### src/rtl/csd_wait_unused_guard.sv
`timescale 1ns/10ps

### src/rtl/csd_pkg.sv
package csd_pkg;

  localparam int ADDR_W = 20;
  localparam int CTRL_W = 16;
  localparam int PERIPH_N = 7;
  localparam int MID_N = 4;

  // Bus cycle status codes
  typedef enum logic [2:0] {
    CSD_CYC_INT_ACK = 3'h0,
    CSD_CYC_IO_READ = 3'h1,
    CSD_CYC_IO_WRITE = 3'h2,
    CSD_CYC_HALT = 3'h3,
    CSD_CYC_FETCH = 3'h4,
    CSD_CYC_MEM_READ = 3'h5,
    CSD_CYC_MEM_WRITE = 3'h6,
    CSD_CYC_PASSIVE = 3'h7
  } csd_cycle_t;

  // Shared field layout of every control word
  localparam int F_WAIT_LO = 0;
  localparam int F_WAIT_HI = 1;
  localparam int F_RDY_DIS = 2;
  // Boot and low selects: address bits 17:10
  localparam int F_A17_LO = 6;
  localparam int F_A17_HI = 13;
  // Mid-range base: address bits 19:13
  localparam int F_MID_LO = 9;
  localparam int F_MID_HI = 15;
  // Peripheral base: address bits 19:10
  localparam int F_PER_LO = 6;
  localparam int F_PER_HI = 15;
  // Shared register fields
  localparam int F_SIZE_LO = 8;
  localparam int F_SIZE_HI = 14;
  localparam int F_SPACE = 6;

  localparam logic [CTRL_W-1:0] BOOT_CTRL_RESET = 16'h3fc3;
  localparam logic [CTRL_W-1:0] CTRL_RESET = 16'h0000;
  localparam logic [1:0] TOP_QUAD = 2'h3;
  localparam logic [1:0] LOW_QUAD = 2'h0;
  localparam logic [2:0] PERIPH_HOLE = 3'h7;

endpackage : csd_pkg

### src/rtl/csd_wait.sv
`timescale 1ns/10ps
// Wait-state engine: one wait state per clock, then optional bus ready
module csd_wait
(
  input wire logic clk_in,
  input wire logic rst_n_in,
  input wire logic load_in,
  input wire logic [1:0] wait_count_in,
  input wire logic ready_disable_in,
  input wire logic bus_ready_in,
  input wire logic clear_in,
  output logic done_out
);

  logic [1:0] count;
  logic ready_disable;
  logic busy;

  always_ff @(posedge clk_in or negedge rst_n_in)
  begin
    if (!rst_n_in)
    begin
      count <= 2'h0;
      ready_disable <= 1'b0;
      busy <= 1'b0;
    end
    else if (load_in)
    begin
      count <= wait_count_in;
      ready_disable <= ready_disable_in;
      busy <= 1'b1;
    end
    else if (clear_in)
    begin
      busy <= 1'b0;
      count <= 2'h0;
    end
    else if (busy && count != 2'h0)
    begin
      count <= count - 2'h1;
    end
  end

  // Minimum count first; with ready enabled the pin must also agree
  always_ff @(posedge clk_in or negedge rst_n_in)
  begin
    if (!rst_n_in)
    begin
      done_out <= 1'b0;
    end
    else if (load_in || clear_in)
    begin
      done_out <= 1'b0;
    end
    else
    begin
      done_out <= busy && count == 2'h0 && (ready_disable || bus_ready_in);
    end
  end

endmodule : csd_wait

### src/rtl/csd_decoder.sv
`timescale 1ns/10ps
module csd_decoder
(
  input wire logic clk_in,
  input wire logic rst_n_in,
  input wire logic cyc_start_in,
  input wire logic cyc_end_in,
  input wire logic [19:0] cyc_addr_in,
  input wire logic [2:0] cyc_status_in,
  input wire logic ctrl_block_hit_in,
  input wire logic bus_ready_in,
  input wire logic [15:0] cfg_data_in,
  input wire logic boot_select_ctrl_wr_in,
  input wire logic low_select_ctrl_wr_in,
  input wire logic mid_select_ctrl_wr_in,
  input wire logic shared_select_ctrl_wr_in,
  input wire logic periph_select_ctrl_wr_in,
  output logic boot_mem_select_n_out,
  output logic low_mem_select_n_out,
  output logic [3:0] mid_mem_select_n_out,
  output logic [6:0] periph_select_n_out,
  output logic cycle_ready_out
);

  ////////////////////////////////////////////////////////////////////////////////
  // Configuration

  logic [15:0] boot_select_ctrl;
  logic [15:0] low_select_ctrl;
  logic [15:0] mid_select_ctrl;
  logic [15:0] shared_select_ctrl;
  logic [15:0] periph_select_ctrl;
  logic low_written;
  logic mid_written;
  logic shared_written;
  logic periph_written;
  logic ready_sync1;
  logic ready_sync2;

  always_ff @(posedge clk_in or negedge rst_n_in)
  begin
    if (!rst_n_in)
    begin
      boot_select_ctrl <= csd_pkg::BOOT_CTRL_RESET;
      low_select_ctrl <= csd_pkg::CTRL_RESET;
      mid_select_ctrl <= csd_pkg::CTRL_RESET;
      shared_select_ctrl <= csd_pkg::CTRL_RESET;
      periph_select_ctrl <= csd_pkg::CTRL_RESET;
    end
    else
    begin
      if (boot_select_ctrl_wr_in)
        boot_select_ctrl <= cfg_data_in;
      if (low_select_ctrl_wr_in)
        low_select_ctrl <= cfg_data_in;
      if (mid_select_ctrl_wr_in)
        mid_select_ctrl <= cfg_data_in;
      if (shared_select_ctrl_wr_in)
        shared_select_ctrl <= cfg_data_in;
      if (periph_select_ctrl_wr_in)
        periph_select_ctrl <= cfg_data_in;
    end
  end

  // Everything but the boot select stays dark until software programs it
  always_ff @(posedge clk_in or negedge rst_n_in)
  begin
    if (!rst_n_in)
    begin
      low_written <= 1'b0;
      mid_written <= 1'b0;
      shared_written <= 1'b0;
      periph_written <= 1'b0;
    end
    else
    begin
      low_written <= low_written | low_select_ctrl_wr_in;
      mid_written <= mid_written | mid_select_ctrl_wr_in;
      shared_written <= shared_written | shared_select_ctrl_wr_in;
      periph_written <= periph_written | periph_select_ctrl_wr_in;
    end
  end

  // Bus ready is a pin: two flops before anything looks at it
  always_ff @(posedge clk_in or negedge rst_n_in)
  begin
    if (!rst_n_in)
    begin
      ready_sync1 <= 1'b0;
      ready_sync2 <= 1'b0;
    end
    else
    begin
      ready_sync1 <= bus_ready_in;
      ready_sync2 <= ready_sync1;
    end
  end

  ////////////////////////////////////////////////////////////////////////////////
  // Decode

  // Log2 of a one-hot-from-top block size; don't-care low bits are ignored
  function automatic logic [2:0] size_shift(input logic [6:0] size);
    logic [2:0] s;
    s = 3'h0;
    for (int i = 0; i < 7; i++)
      if (size[i])
        s = 3'(i);
    return s;
  endfunction : size_shift

  function automatic logic [1:0] wait_field(input logic [15:0] ctrl);
    return ctrl[csd_pkg::F_WAIT_HI:csd_pkg::F_WAIT_LO];
  endfunction : wait_field

  logic mem_cycle;
  logic io_cycle;
  logic periph_space_sel;
  logic [7:0] a_mid8;
  logic [7:0] boot_base;
  logic [7:0] low_end;
  logic [6:0] mid_base;
  logic [9:0] per_base;
  logic [2:0] mid_shift;
  logic [8:0] mid_off;
  logic [8:0] mid_blocks;
  logic [8:0] mid_span;
  logic hit_boot;
  logic hit_low;
  logic hit_mid;
  logic hit_per;
  logic [1:0] mid_idx;
  logic [2:0] per_idx;
  logic [1:0] next_wait;
  logic next_rdis;

  always_comb
  begin
    // Cycle source plays no part here
    mem_cycle = cyc_status_in == csd_pkg::CSD_CYC_MEM_READ
      || cyc_status_in == csd_pkg::CSD_CYC_MEM_WRITE
      || cyc_status_in == csd_pkg::CSD_CYC_FETCH;
    io_cycle = cyc_status_in == csd_pkg::CSD_CYC_IO_READ
      || cyc_status_in == csd_pkg::CSD_CYC_IO_WRITE;
    periph_space_sel = shared_select_ctrl[csd_pkg::F_SPACE];
    a_mid8 = cyc_addr_in[17:10];
    boot_base = boot_select_ctrl[csd_pkg::F_A17_HI:csd_pkg::F_A17_LO];
    low_end = low_select_ctrl[csd_pkg::F_A17_HI:csd_pkg::F_A17_LO];
    mid_base = mid_select_ctrl[csd_pkg::F_MID_HI:csd_pkg::F_MID_LO];
    per_base = periph_select_ctrl[csd_pkg::F_PER_HI:csd_pkg::F_PER_LO];
    mid_shift = size_shift(shared_select_ctrl[csd_pkg::F_SIZE_HI:csd_pkg::F_SIZE_LO]);
    // Offsets in 2 Kbyte units, so a block of the smallest size is one unit
    mid_off = cyc_addr_in[19:11] - {mid_base, 2'h0};
    mid_blocks = 9'h001 << mid_shift;
    mid_span = 9'(mid_blocks << 2);
    hit_boot = mem_cycle && !ctrl_block_hit_in
      && cyc_addr_in[19:18] == csd_pkg::TOP_QUAD && a_mid8 >= boot_base;
    hit_low = low_written && mem_cycle && !ctrl_block_hit_in
      && cyc_addr_in[19:18] == csd_pkg::LOW_QUAD && a_mid8 <= low_end;
    // Base alignment is software's job; a misaligned base wraps oddly
    hit_mid = mid_written && shared_written && mem_cycle && !ctrl_block_hit_in
      && cyc_addr_in[19:13] >= mid_base && mid_off < mid_span;
    mid_idx = 2'(mid_off >> mid_shift);
    per_idx = cyc_addr_in[9:7];
    hit_per = periph_written && shared_written && !ctrl_block_hit_in
      && (periph_space_sel ? mem_cycle : io_cycle)
      && cyc_addr_in[19:10] == per_base && per_idx != csd_pkg::PERIPH_HOLE;
    // Wait policy of the select that won
    next_wait = 2'h0;
    next_rdis = 1'b0;
    if (hit_boot)
    begin
      next_wait = wait_field(boot_select_ctrl);
      next_rdis = boot_select_ctrl[csd_pkg::F_RDY_DIS];
    end
    else if (hit_low)
    begin
      next_wait = wait_field(low_select_ctrl);
      next_rdis = low_select_ctrl[csd_pkg::F_RDY_DIS];
    end
    else if (hit_mid)
    begin
      next_wait = wait_field(mid_select_ctrl);
      next_rdis = mid_select_ctrl[csd_pkg::F_RDY_DIS];
    end
    else if (hit_per && per_idx >= 3'h4)
    begin
      next_wait = wait_field(shared_select_ctrl);
      next_rdis = shared_select_ctrl[csd_pkg::F_RDY_DIS];
    end
    else if (hit_per)
    begin
      next_wait = wait_field(periph_select_ctrl);
      next_rdis = periph_select_ctrl[csd_pkg::F_RDY_DIS];
    end
  end

  ////////////////////////////////////////////////////////////////////////////////
  // Select outputs

  always_ff @(posedge clk_in or negedge rst_n_in)
  begin
    if (!rst_n_in)
    begin
      boot_mem_select_n_out <= 1'b1;
      low_mem_select_n_out <= 1'b1;
      mid_mem_select_n_out <= 4'hf;
      periph_select_n_out <= 7'h7f;
    end
    else if (cyc_start_in)
    begin
      // Captured on the address edge itself
      boot_mem_select_n_out <= !hit_boot;
      low_mem_select_n_out <= !hit_low;
      mid_mem_select_n_out <= ~(4'(hit_mid) << mid_idx);
      periph_select_n_out <= ~(7'(hit_per) << per_idx);
    end
    else if (cyc_end_in)
    begin
      boot_mem_select_n_out <= 1'b1;
      low_mem_select_n_out <= 1'b1;
      mid_mem_select_n_out <= 4'hf;
      periph_select_n_out <= 7'h7f;
    end
  end

  csd_wait u_wait
  (
    .clk_in(clk_in),
    .rst_n_in(rst_n_in),
    .load_in(cyc_start_in),
    .wait_count_in(next_wait),
    .ready_disable_in(next_rdis),
    .bus_ready_in(ready_sync2),
    .clear_in(cyc_end_in),
    .done_out(cycle_ready_out)
  );

  ////////////////////////////////////////////////////////////////////////////////
  // Checks

  a_halt_never_selects:
  assert property (@(posedge clk_in) disable iff (!rst_n_in)
    cyc_start_in && (cyc_status_in == csd_pkg::CSD_CYC_HALT
    || cyc_status_in == csd_pkg::CSD_CYC_INT_ACK) |=> &periph_select_n_out
    && &mid_mem_select_n_out && boot_mem_select_n_out && low_mem_select_n_out)
    else $error("select asserted on halt or acknowledge");

  a_ctrl_block_quiet:
  assert property (@(posedge clk_in) disable iff (!rst_n_in)
    cyc_start_in && ctrl_block_hit_in |=> boot_mem_select_n_out && &periph_select_n_out)
    else $error("select asserted on control block access");

  a_boot_top_hit:
  assert property (@(posedge clk_in) disable iff (!rst_n_in)
    cyc_start_in && mem_cycle && !ctrl_block_hit_in && cyc_addr_in[19:18] == csd_pkg::TOP_QUAD
    && cyc_addr_in[17:10] >= boot_select_ctrl[csd_pkg::F_A17_HI:csd_pkg::F_A17_LO]
    |=> !boot_mem_select_n_out)
    else $error("boot select missed");

  a_one_select_only:
  assert property (@(posedge clk_in) disable iff (!rst_n_in)
    $countones({~periph_select_n_out, ~mid_mem_select_n_out}) <= 1)
    else $error("two selects in one group");

  a_select_drops_end:
  assert property (@(posedge clk_in) disable iff (!rst_n_in)
    cyc_end_in && !cyc_start_in |=> boot_mem_select_n_out && low_mem_select_n_out
    && &mid_mem_select_n_out && &periph_select_n_out)
    else $error("select held past cycle end");

  a_low_needs_write:
  assert property (@(posedge clk_in) disable iff (!rst_n_in)
    !low_written |-> low_mem_select_n_out)
    else $error("low select before programming");

  a_periph_io_space:
  assert property (@(posedge clk_in) disable iff (!rst_n_in)
    cyc_start_in && !shared_select_ctrl[csd_pkg::F_SPACE] && mem_cycle |=> &periph_select_n_out)
    else $error("peripheral select on memory cycle in io mode");

  a_zero_wait_ready:
  assert property (@(posedge clk_in) disable iff (!rst_n_in)
    cyc_start_in && next_wait == 2'h0 && next_rdis ##1 !cyc_end_in [*2]
    |-> cycle_ready_out)
    else $error("zero wait cycle not ready in two clocks");

  a_ready_waits_pin:
  assert property (@(posedge clk_in) disable iff (!rst_n_in)
    cyc_start_in && !next_rdis ##1 (!ready_sync2 && !cyc_end_in) [*4]
    |=> !cycle_ready_out)
    else $error("ready given without bus ready");

endmodule : csd_decoder

### config.mk
export PLATFORM = sky130hd
export DESIGN_NAME = csd_decoder
export DESIGN_NICKNAME = d
export VERILOG_FILES = /design/src/rtl/csd_wait_unused_guard.sv /design/src/rtl/csd_pkg.sv /design/src/rtl/csd_wait.sv /design/src/rtl/csd_decoder.sv
export SDC_FILE = /design/constraint.sdc
export NUM_CORES = 1
export LEC_CHECK = 0
export BUFFER_PORTS_ARGS = -buffer_cell sky130_fd_sc_hd__buf_2
export CORE_UTILIZATION = 53
export CTS_BUF_LIST = sky130_fd_sc_hd__clkbuf_8
export CTS_CLUSTER_DIAMETER = 80
export DETAILED_ROUTE_END_ITERATION = 10
export GPL_ROUTABILITY_DRIVEN = 0
export PLACE_DENSITY = 0.86
export SYNTH_ARGS = -nofsm -noshare
export SYNTH_HDL_FRONTEND = slang
export SYNTH_SLANG_ARGS = --single-unit
### constraint.sdc
create_clock -name clk_in -period 3.22 [get_ports clk_in]
set_clock_uncertainty 0.05 [all_clocks]
set_input_delay 0.805 -clock clk_in [delete_from_list [all_inputs] [get_ports clk_in]]
set_output_delay 0.805 -clock clk_in [all_outputs]
set_load 0.05 [all_outputs]
# --- Word level (Yosys, flattened, before mapping) ---
# Cells that the tools add are included.
totals:
  wordCells: 108
  in_bits: 50
  reg_bits: 99
  output_inout_bits: 14
op_classes:
  n_shift: 4
  addsub: 2
  order_cmp: 5
  n_eq_ne: 8
  reduce_logical: 34
  muxes: 30
  bitwise: 6
ops:
  columns: ["operator", "count"]
  rows:
  - ["logical AND 1 bit", 21]
  - ["two-way mux 2 bit", 9]
  - ["two-way mux 7 bit", 2]
  - ["two-way mux 1 bit", 13]
  - ["two-way mux 3 bit", 4]
  - ["equality test 10 bit", 1]
  - ["equality test 3 bit, second input constant", 3]
  - ["< comparator 9 bit", 1]
  - ["right shift 9 x 3 -> 2 bit", 1]
  - ["subtractor 9 bit", 1]
  - ["greater-or-equal comparator 8 bit", 1]
  - ["<= comparator 8 bit", 1]
  - ["two-way mux 4 bit", 2]
  - ["greater-or-equal comparator 7 bit", 1]
  - ["inverter 7 bit", 1]
  - ["left shift 1 x 3 -> 7 bit", 1]
  - ["left shift 1 x 3 -> 7 bit, first input constant", 1]
  - ["logical OR 1 bit", 5]
  - ["zero test 2 bit", 2]
  - ["inverter 4 bit", 1]
  - ["bitwise OR 1 bit", 4]
  - ["nonzero test 2 bit", 2]
  - ["left shift 1 x 2 -> 4 bit", 1]
  - ["equality test 3 x 1 -> 1 bit, second input constant", 1]
  - ["7 further kinds", 9]

# --- Depth between registers and ports, before layout ---
logic_depth:
  word_depth: 13
  ltp_mapped: 16
  ltp_nobuf: 16

# --- By module ---
# Synthesis repeated with hierarchy kept, for this count alone.
unflattened:
  hier_cells: 407
  hier_area_um2: 4256.6
modules_own_cells:
  columns: ["mod", "area_per_inst_um2", "n_inst", "seq_area_each_um2", "cells_per_inst"]
  rows:
  - ["csd_decoder", 4021.4, 1, 1880.6, 388]
  - ["csd_wait", 235.2, 1, 125.1, 19]

# --- Least setup slack after synthesis ---
# Ideal clock, no wire load.
synth_timing:
  path_type: "input to register"
  start: "input cyc_addr_in[13]"
  end: "register u_wait.count[1]"
  path_slack_ps: -682
  path_stages: 16
  path_buffers: 0
  arrival_time_ps: 3724
  t_required_ps: 3042
  setup_time_ps: 128
  path_cell_list: "inv_1 -> ha_1 -> inv_1 -> fa_1 -> a211oi_1 -> o21bai_1 -> a21oi_1 -> xnor2_1 -> ha_1 -> a2bb2oi_1 -> o2111ai_1 -> or4_4 -> a21oi_4 -> nor3_1 -> a211oi_1 -> o31ai_1"
synth_via:
  elab_chain_cells: 9
  elab_cells_between_ends: 19
  classes_between: "1 x add/sub; 4 x order compare; 1 x eq/ne; 6 x mux; 7 x reduce/logical"
synth_lines:
  columns: ["element", "line", "text"]
  rows:
  - ["start: declaration", "csd_decoder.sv:8", "input wire logic [19:0] cyc_addr_in,"]
  - ["parallel branches: the longest is 7 deep, another holds subtractor 9 bit", null, null]
  - ["two-way mux 2 bit *", "csd_decoder.sv:171", "if (hit_boot)"]
  - ["two-way mux 2 bit *", "csd_wait.sv:27", "else if (load_in)"]
  - ["end signal: assignment", "csd_wait.sv:29", "count <= wait_count_in;"]
  - ["end signal: assignment", "csd_wait.sv:40", "count <= count - 2'h1;"]
  - ["end: declaration", "csd_wait.sv:15", "logic [1:0] count;"]
# Every way passes the cells marked *.
# A chain may end at the register's enable or synchronous reset.

# --- Worst setup path after layout ---
layout_timing:
  start: "input cyc_addr_in[13]"
  end: "register mid_mem_select_n_out[1]"
layout_via:
  elab_chain_cells: 6
  elab_cells_between_ends: 9
  classes_between: "1 x add/sub; 2 x order compare; 2 x shift; 1 x mux; 1 x bitwise; 2 x reduce/logical"
layout_lines:
  columns: ["element", "line", "text"]
  rows:
  - ["subtractor 9 bit or greater-or-equal comparator 7 bit (tied branches)", "csd_decoder.sv:153, csd_decoder.sv:162", null]
  - ["< comparator 9 bit or logical AND 1 bit (tied branches)", "csd_decoder.sv:162", "&& cyc_addr_in[19:13] >= mid_base && mid_off < mid_span;"]
  - ["logical AND 1 bit", "csd_decoder.sv:162", null]
  - ["left shift 1 x 2 -> 4 bit *", "csd_decoder.sv:215", "mid_mem_select_n_out <= ~(4'(hit_mid) << mid_idx);"]
  - ["inverter 4 bit *", "csd_decoder.sv:215", null]
  - ["two-way mux 4 bit *", "csd_decoder.sv:210", "else if (cyc_start_in)"]
  - ["end signal: assignment", "csd_decoder.sv:215", null]
  - ["end: declaration", "csd_decoder.sv:20", "output logic [3:0] mid_mem_select_n_out,"]
# Mark *: on every way between the ends. The rest lies on a longest branch, timed or not.

==> impl_metrics.json <==
{
  "cts_buffers": 9,
  "synth_cell_types": 54,
  "period_share_pct": 114.0,
  "hold_depth": 0,
  "tightest_slew_ns": 0.9686,
  "timing.fmax_mhz": 272.5,
  "antenna_found_initial": 0,
  "portBuffers": 53,
  "cts_tree": "yes",
  "rsz0062_at_grt": "yes",
  "synth_ff_type": "dfrtp_1",
  "hpwl_um": 7618,
  "synthArstFlopShare_pct": 100.0,
  "hp-class": "reg -> reg",
  "place_area_um2": 4808,
  "fp.coreArea_um2": 7767,
  "pin_count": 64,
  "clock_sinks": 79,
  "status": "complete, but fails checks",
  "startpoint_type": "input pin",
  "rows": 32,
  "slew_violations": 0,
  "powerDensity_nw_per_um2": 507.4,
  "synth_top_cell_area_share_pct": 32.91,
  "post-route-cell-area_um2": 5124,
  "firstDrtPassIters": 5,
  "max_slew_margin_pct": 35.43,
  "final_common_cell": "dfrtp_1",
  "area_growth_pct": 20.33,
  "worstPathRequired_ns": 3.45,
  "start_util_pct": 54.82,
  "synth_edf_count": 0,
  "layout.cells.non_filler": 590,
  "htree_levels": 3,
  "placed_cells": 570,
  "worstRegToRegCells": 15,
  "synth_top_cell_by_area": "dfrtp_1",
  "drtIter0Drc": 275,
  "final-setup-viol-count": 7,
  "crit_fanout": 7,
  "cp-end-kind": "register",
  "setup_ws_ns": -0.4503,
  "syn-num-nets": 486,
  "syn_area_per_cell_um2": 10.51,
  "total_power_mw": 2.600,
  "criticalPathCategory": "in -> reg",
  "grt_pass1_wl_um": 17880,
  "path_clk_slew_ns": 0.08,
  "multi_input_area_um2": 2123,
  "p_clk_share_pct": 34.2,
  "via_per_inst": 5.988,
  "rrSetupSlack_ns": -0.30,
  "ys_ff_latch": 79,
  "vias": 3533,
  "ant_nets": 0,
  "seq_area_frac_synth_pct": 47.11,
  "wl_per_cell_um": 18.30,
  "p_sw_share_pct": 28.49,
  "root_buffer": "clkbuf_8",
  "num_antenna_cells": 0,
  "final_nets": 564,
  "nFillCells": 572,
  "drt-total-wl_um": 10800,
  "tns_ns": -3.054,
  "drive_gt1_share_pct": 35.04,
  "layout_common_cells": "dfrtp_1 (56), buf_2 (51), mux2_2 (33), nor2_1 (32)",
  "syn_inst": 405,
  "maxCapViolCount": 0,
  "p_seq_share_pct": 43.2,
  "seqCellArea_um2": 2006,
  "worstSkewPairLatency_ns": 0.35,
  "grt_pass1_vias": 3728,
  "crit_arrival_ns": 3.90,
  "peakVddDrop_mv": 0.3025,
  "die_area_um2": 8396,
  "dieWidth_um": 91.63,
  "p_switching_mw": 0.7408,
  "p_leak_nw": 2.237,
  "overflow": 0,
  "power_frac_comb_pct": 22.6,
  "grt_usage_pct": 27.95,
  "ys_top_cells_by_area": "dfrtp_1 (33%), dfstp_2 (14%), ha_1 (8.8%), mux2_2 (8.7%), o21ai_0 (3.5%)",
  "violations": "setup timing",
  "synth_warnings": 0,
  "syn_area_um2": 4258,
  "hold_viol_final": 0,
  "min_period_ns": 3.670,
  "grt_max_degree": 80,
  "die_h_um": 91.63,
  "p_int_mw": 1.859,
  "clockBufferDepth": 2,
  "hold_ws_ns": 0.3206,
  "post-route-drc-count": 0
}
==> logic make-up after synthesis <==
logic type | Yosys count | share of synthesized area (%)
adders and majority gates | 31 | 9.286
and+or+nand+nor | 104 | 12.17
xor gates and xnor gates | 15 | 3.085
buffers and inverters | 45 | 3.996
muxes | 36 | 9.433
AOI/OAI and AO/OA | 95 | 14.93
DFF | 79 | 47.11
==> final cells by class <==
type	count	area share, %
clock buffer	9	2.418
clock inverter	7	2.369
inverter	32	2.589
multi-input combinational	281	41.44
sequential	79	39.15
tap	102	2.491
timing repair buffer	80	9.548
==> power groups by stage <==
stage                     clock network [mW]  logic [mW]  registers [mW]
after floorplan                            0       0.346            1.13
after global placement                     0       0.527            1.13
after detailed placement                   0       0.552            1.14
after CTS                              0.894       0.576            1.12
after global routing                   0.940       0.647            1.13
final                                  0.889       0.588            1.12
==> synthesized netlist by cell type, drive strengths merged (2+ instances only) <==
cell	count
a311oi	3
xnor2	11
mux2	33
inv	32
nor2b	4
o211ai	3
nor4b	4
a31oi	3
xor2	4
a21o	3
or2	5
a21boi	2
ha	30
a211oi	6
mux2i	3
nand4	3
nand3	4
clkbuf	12
o21ai	30
nor3b	2
o22a	4
o2111ai	2
nand2	31
o21a	3
nor3	9
dfstp	23
o221ai	3
nor2	32
a21oi	19
o31ai	4
dfrtp	56
nand2b	4
==> per-stage QoR <==
step	setup WS, ns	utilization, %
3_5_place_dp	-0.9542	61.90
6_report	-0.4503	65.96
2_1_floorplan	-0.4679	-
5_1_grt	-0.6019	65.96
3_3_place_gp	-0.8024	61.90
4_1_cts	-0.3819	65.96
==> layer usage <==
metal,GRT usage [%],part of all wire (%)
met1,33.61,41
met2,47.12,51
met3,5.804,4.8
met4,14.95,3.6
met5,0,0
==> worst max-delay path, cell delays in order <==
cell and delay [ns]:
buf_12 0.11, inv_12 0.04, ha_4 0.11, inv_2 0.04
fa_2 0.35, a211oi_2 0.23, o21bai_1 0.11, a21oi_1 0.18
xnor2_1 0.15, ha_1 0.29, a2bb2oi_2 0.15, o2111ai_1 0.11
or4_4 0.55, a21oi_4 0.26, buf_6 0.15, nand3b_1 0.09
o22a_1 0.17
==> sequential cells by signal, indices dropped and copies added (netlist names) <==
name,flops
mid_mem_select_n_out,4
mid_select_ctrl,10
low_mem_select_n_out,1
boot_select_ctrl,11
u_wait.busy,1
low_written,1
mid_written,1
periph_select_ctrl,13
shared_written,1
ready_sync2,1
periph_written,1
boot_mem_select_n_out,1
low_select_ctrl,11
periph_select_n_out,7
u_wait.ready_disable,1
u_wait.done_out,1
u_wait.count,2
shared_select_ctrl,10
ready_sync1,1
==> worst paths after layout <==
path	startpoint	endpoint
setup reg to reg	mid_select_ctrl[9]$_DFFE_PN0P_	mid_mem_select_n_out[1]$_DFFE_PN1N_
setup / recovery	cyc_addr_in[13]	mid_mem_select_n_out[1]$_DFFE_PN1N_
max in group asynchronous	rst_n_in	periph_select_ctrl[11]$_DFFE_PN0P_
hold / removal	ready_sync1$_DFF_PN0_	ready_sync2$_DFF_PN0_
hold reg to reg	ready_sync1$_DFF_PN0_	ready_sync2$_DFF_PN0_
min in group asynchronous	rst_n_in	ready_sync2$_DFF_PN0_
==> repair_timing <==
action | 4_1_cts | 5_1_grt
gates cloned | 0 | 0
pin swaps | 12 | 0
setup buffers | 4 | 0
hold endpoints to repair | 0 | 0
resized for setup | 9 | 0
setup endpoints to repair | 7 | 7
hold buffers | 0 | 0
No activity file was read; power rests on OpenSTA's default activity.
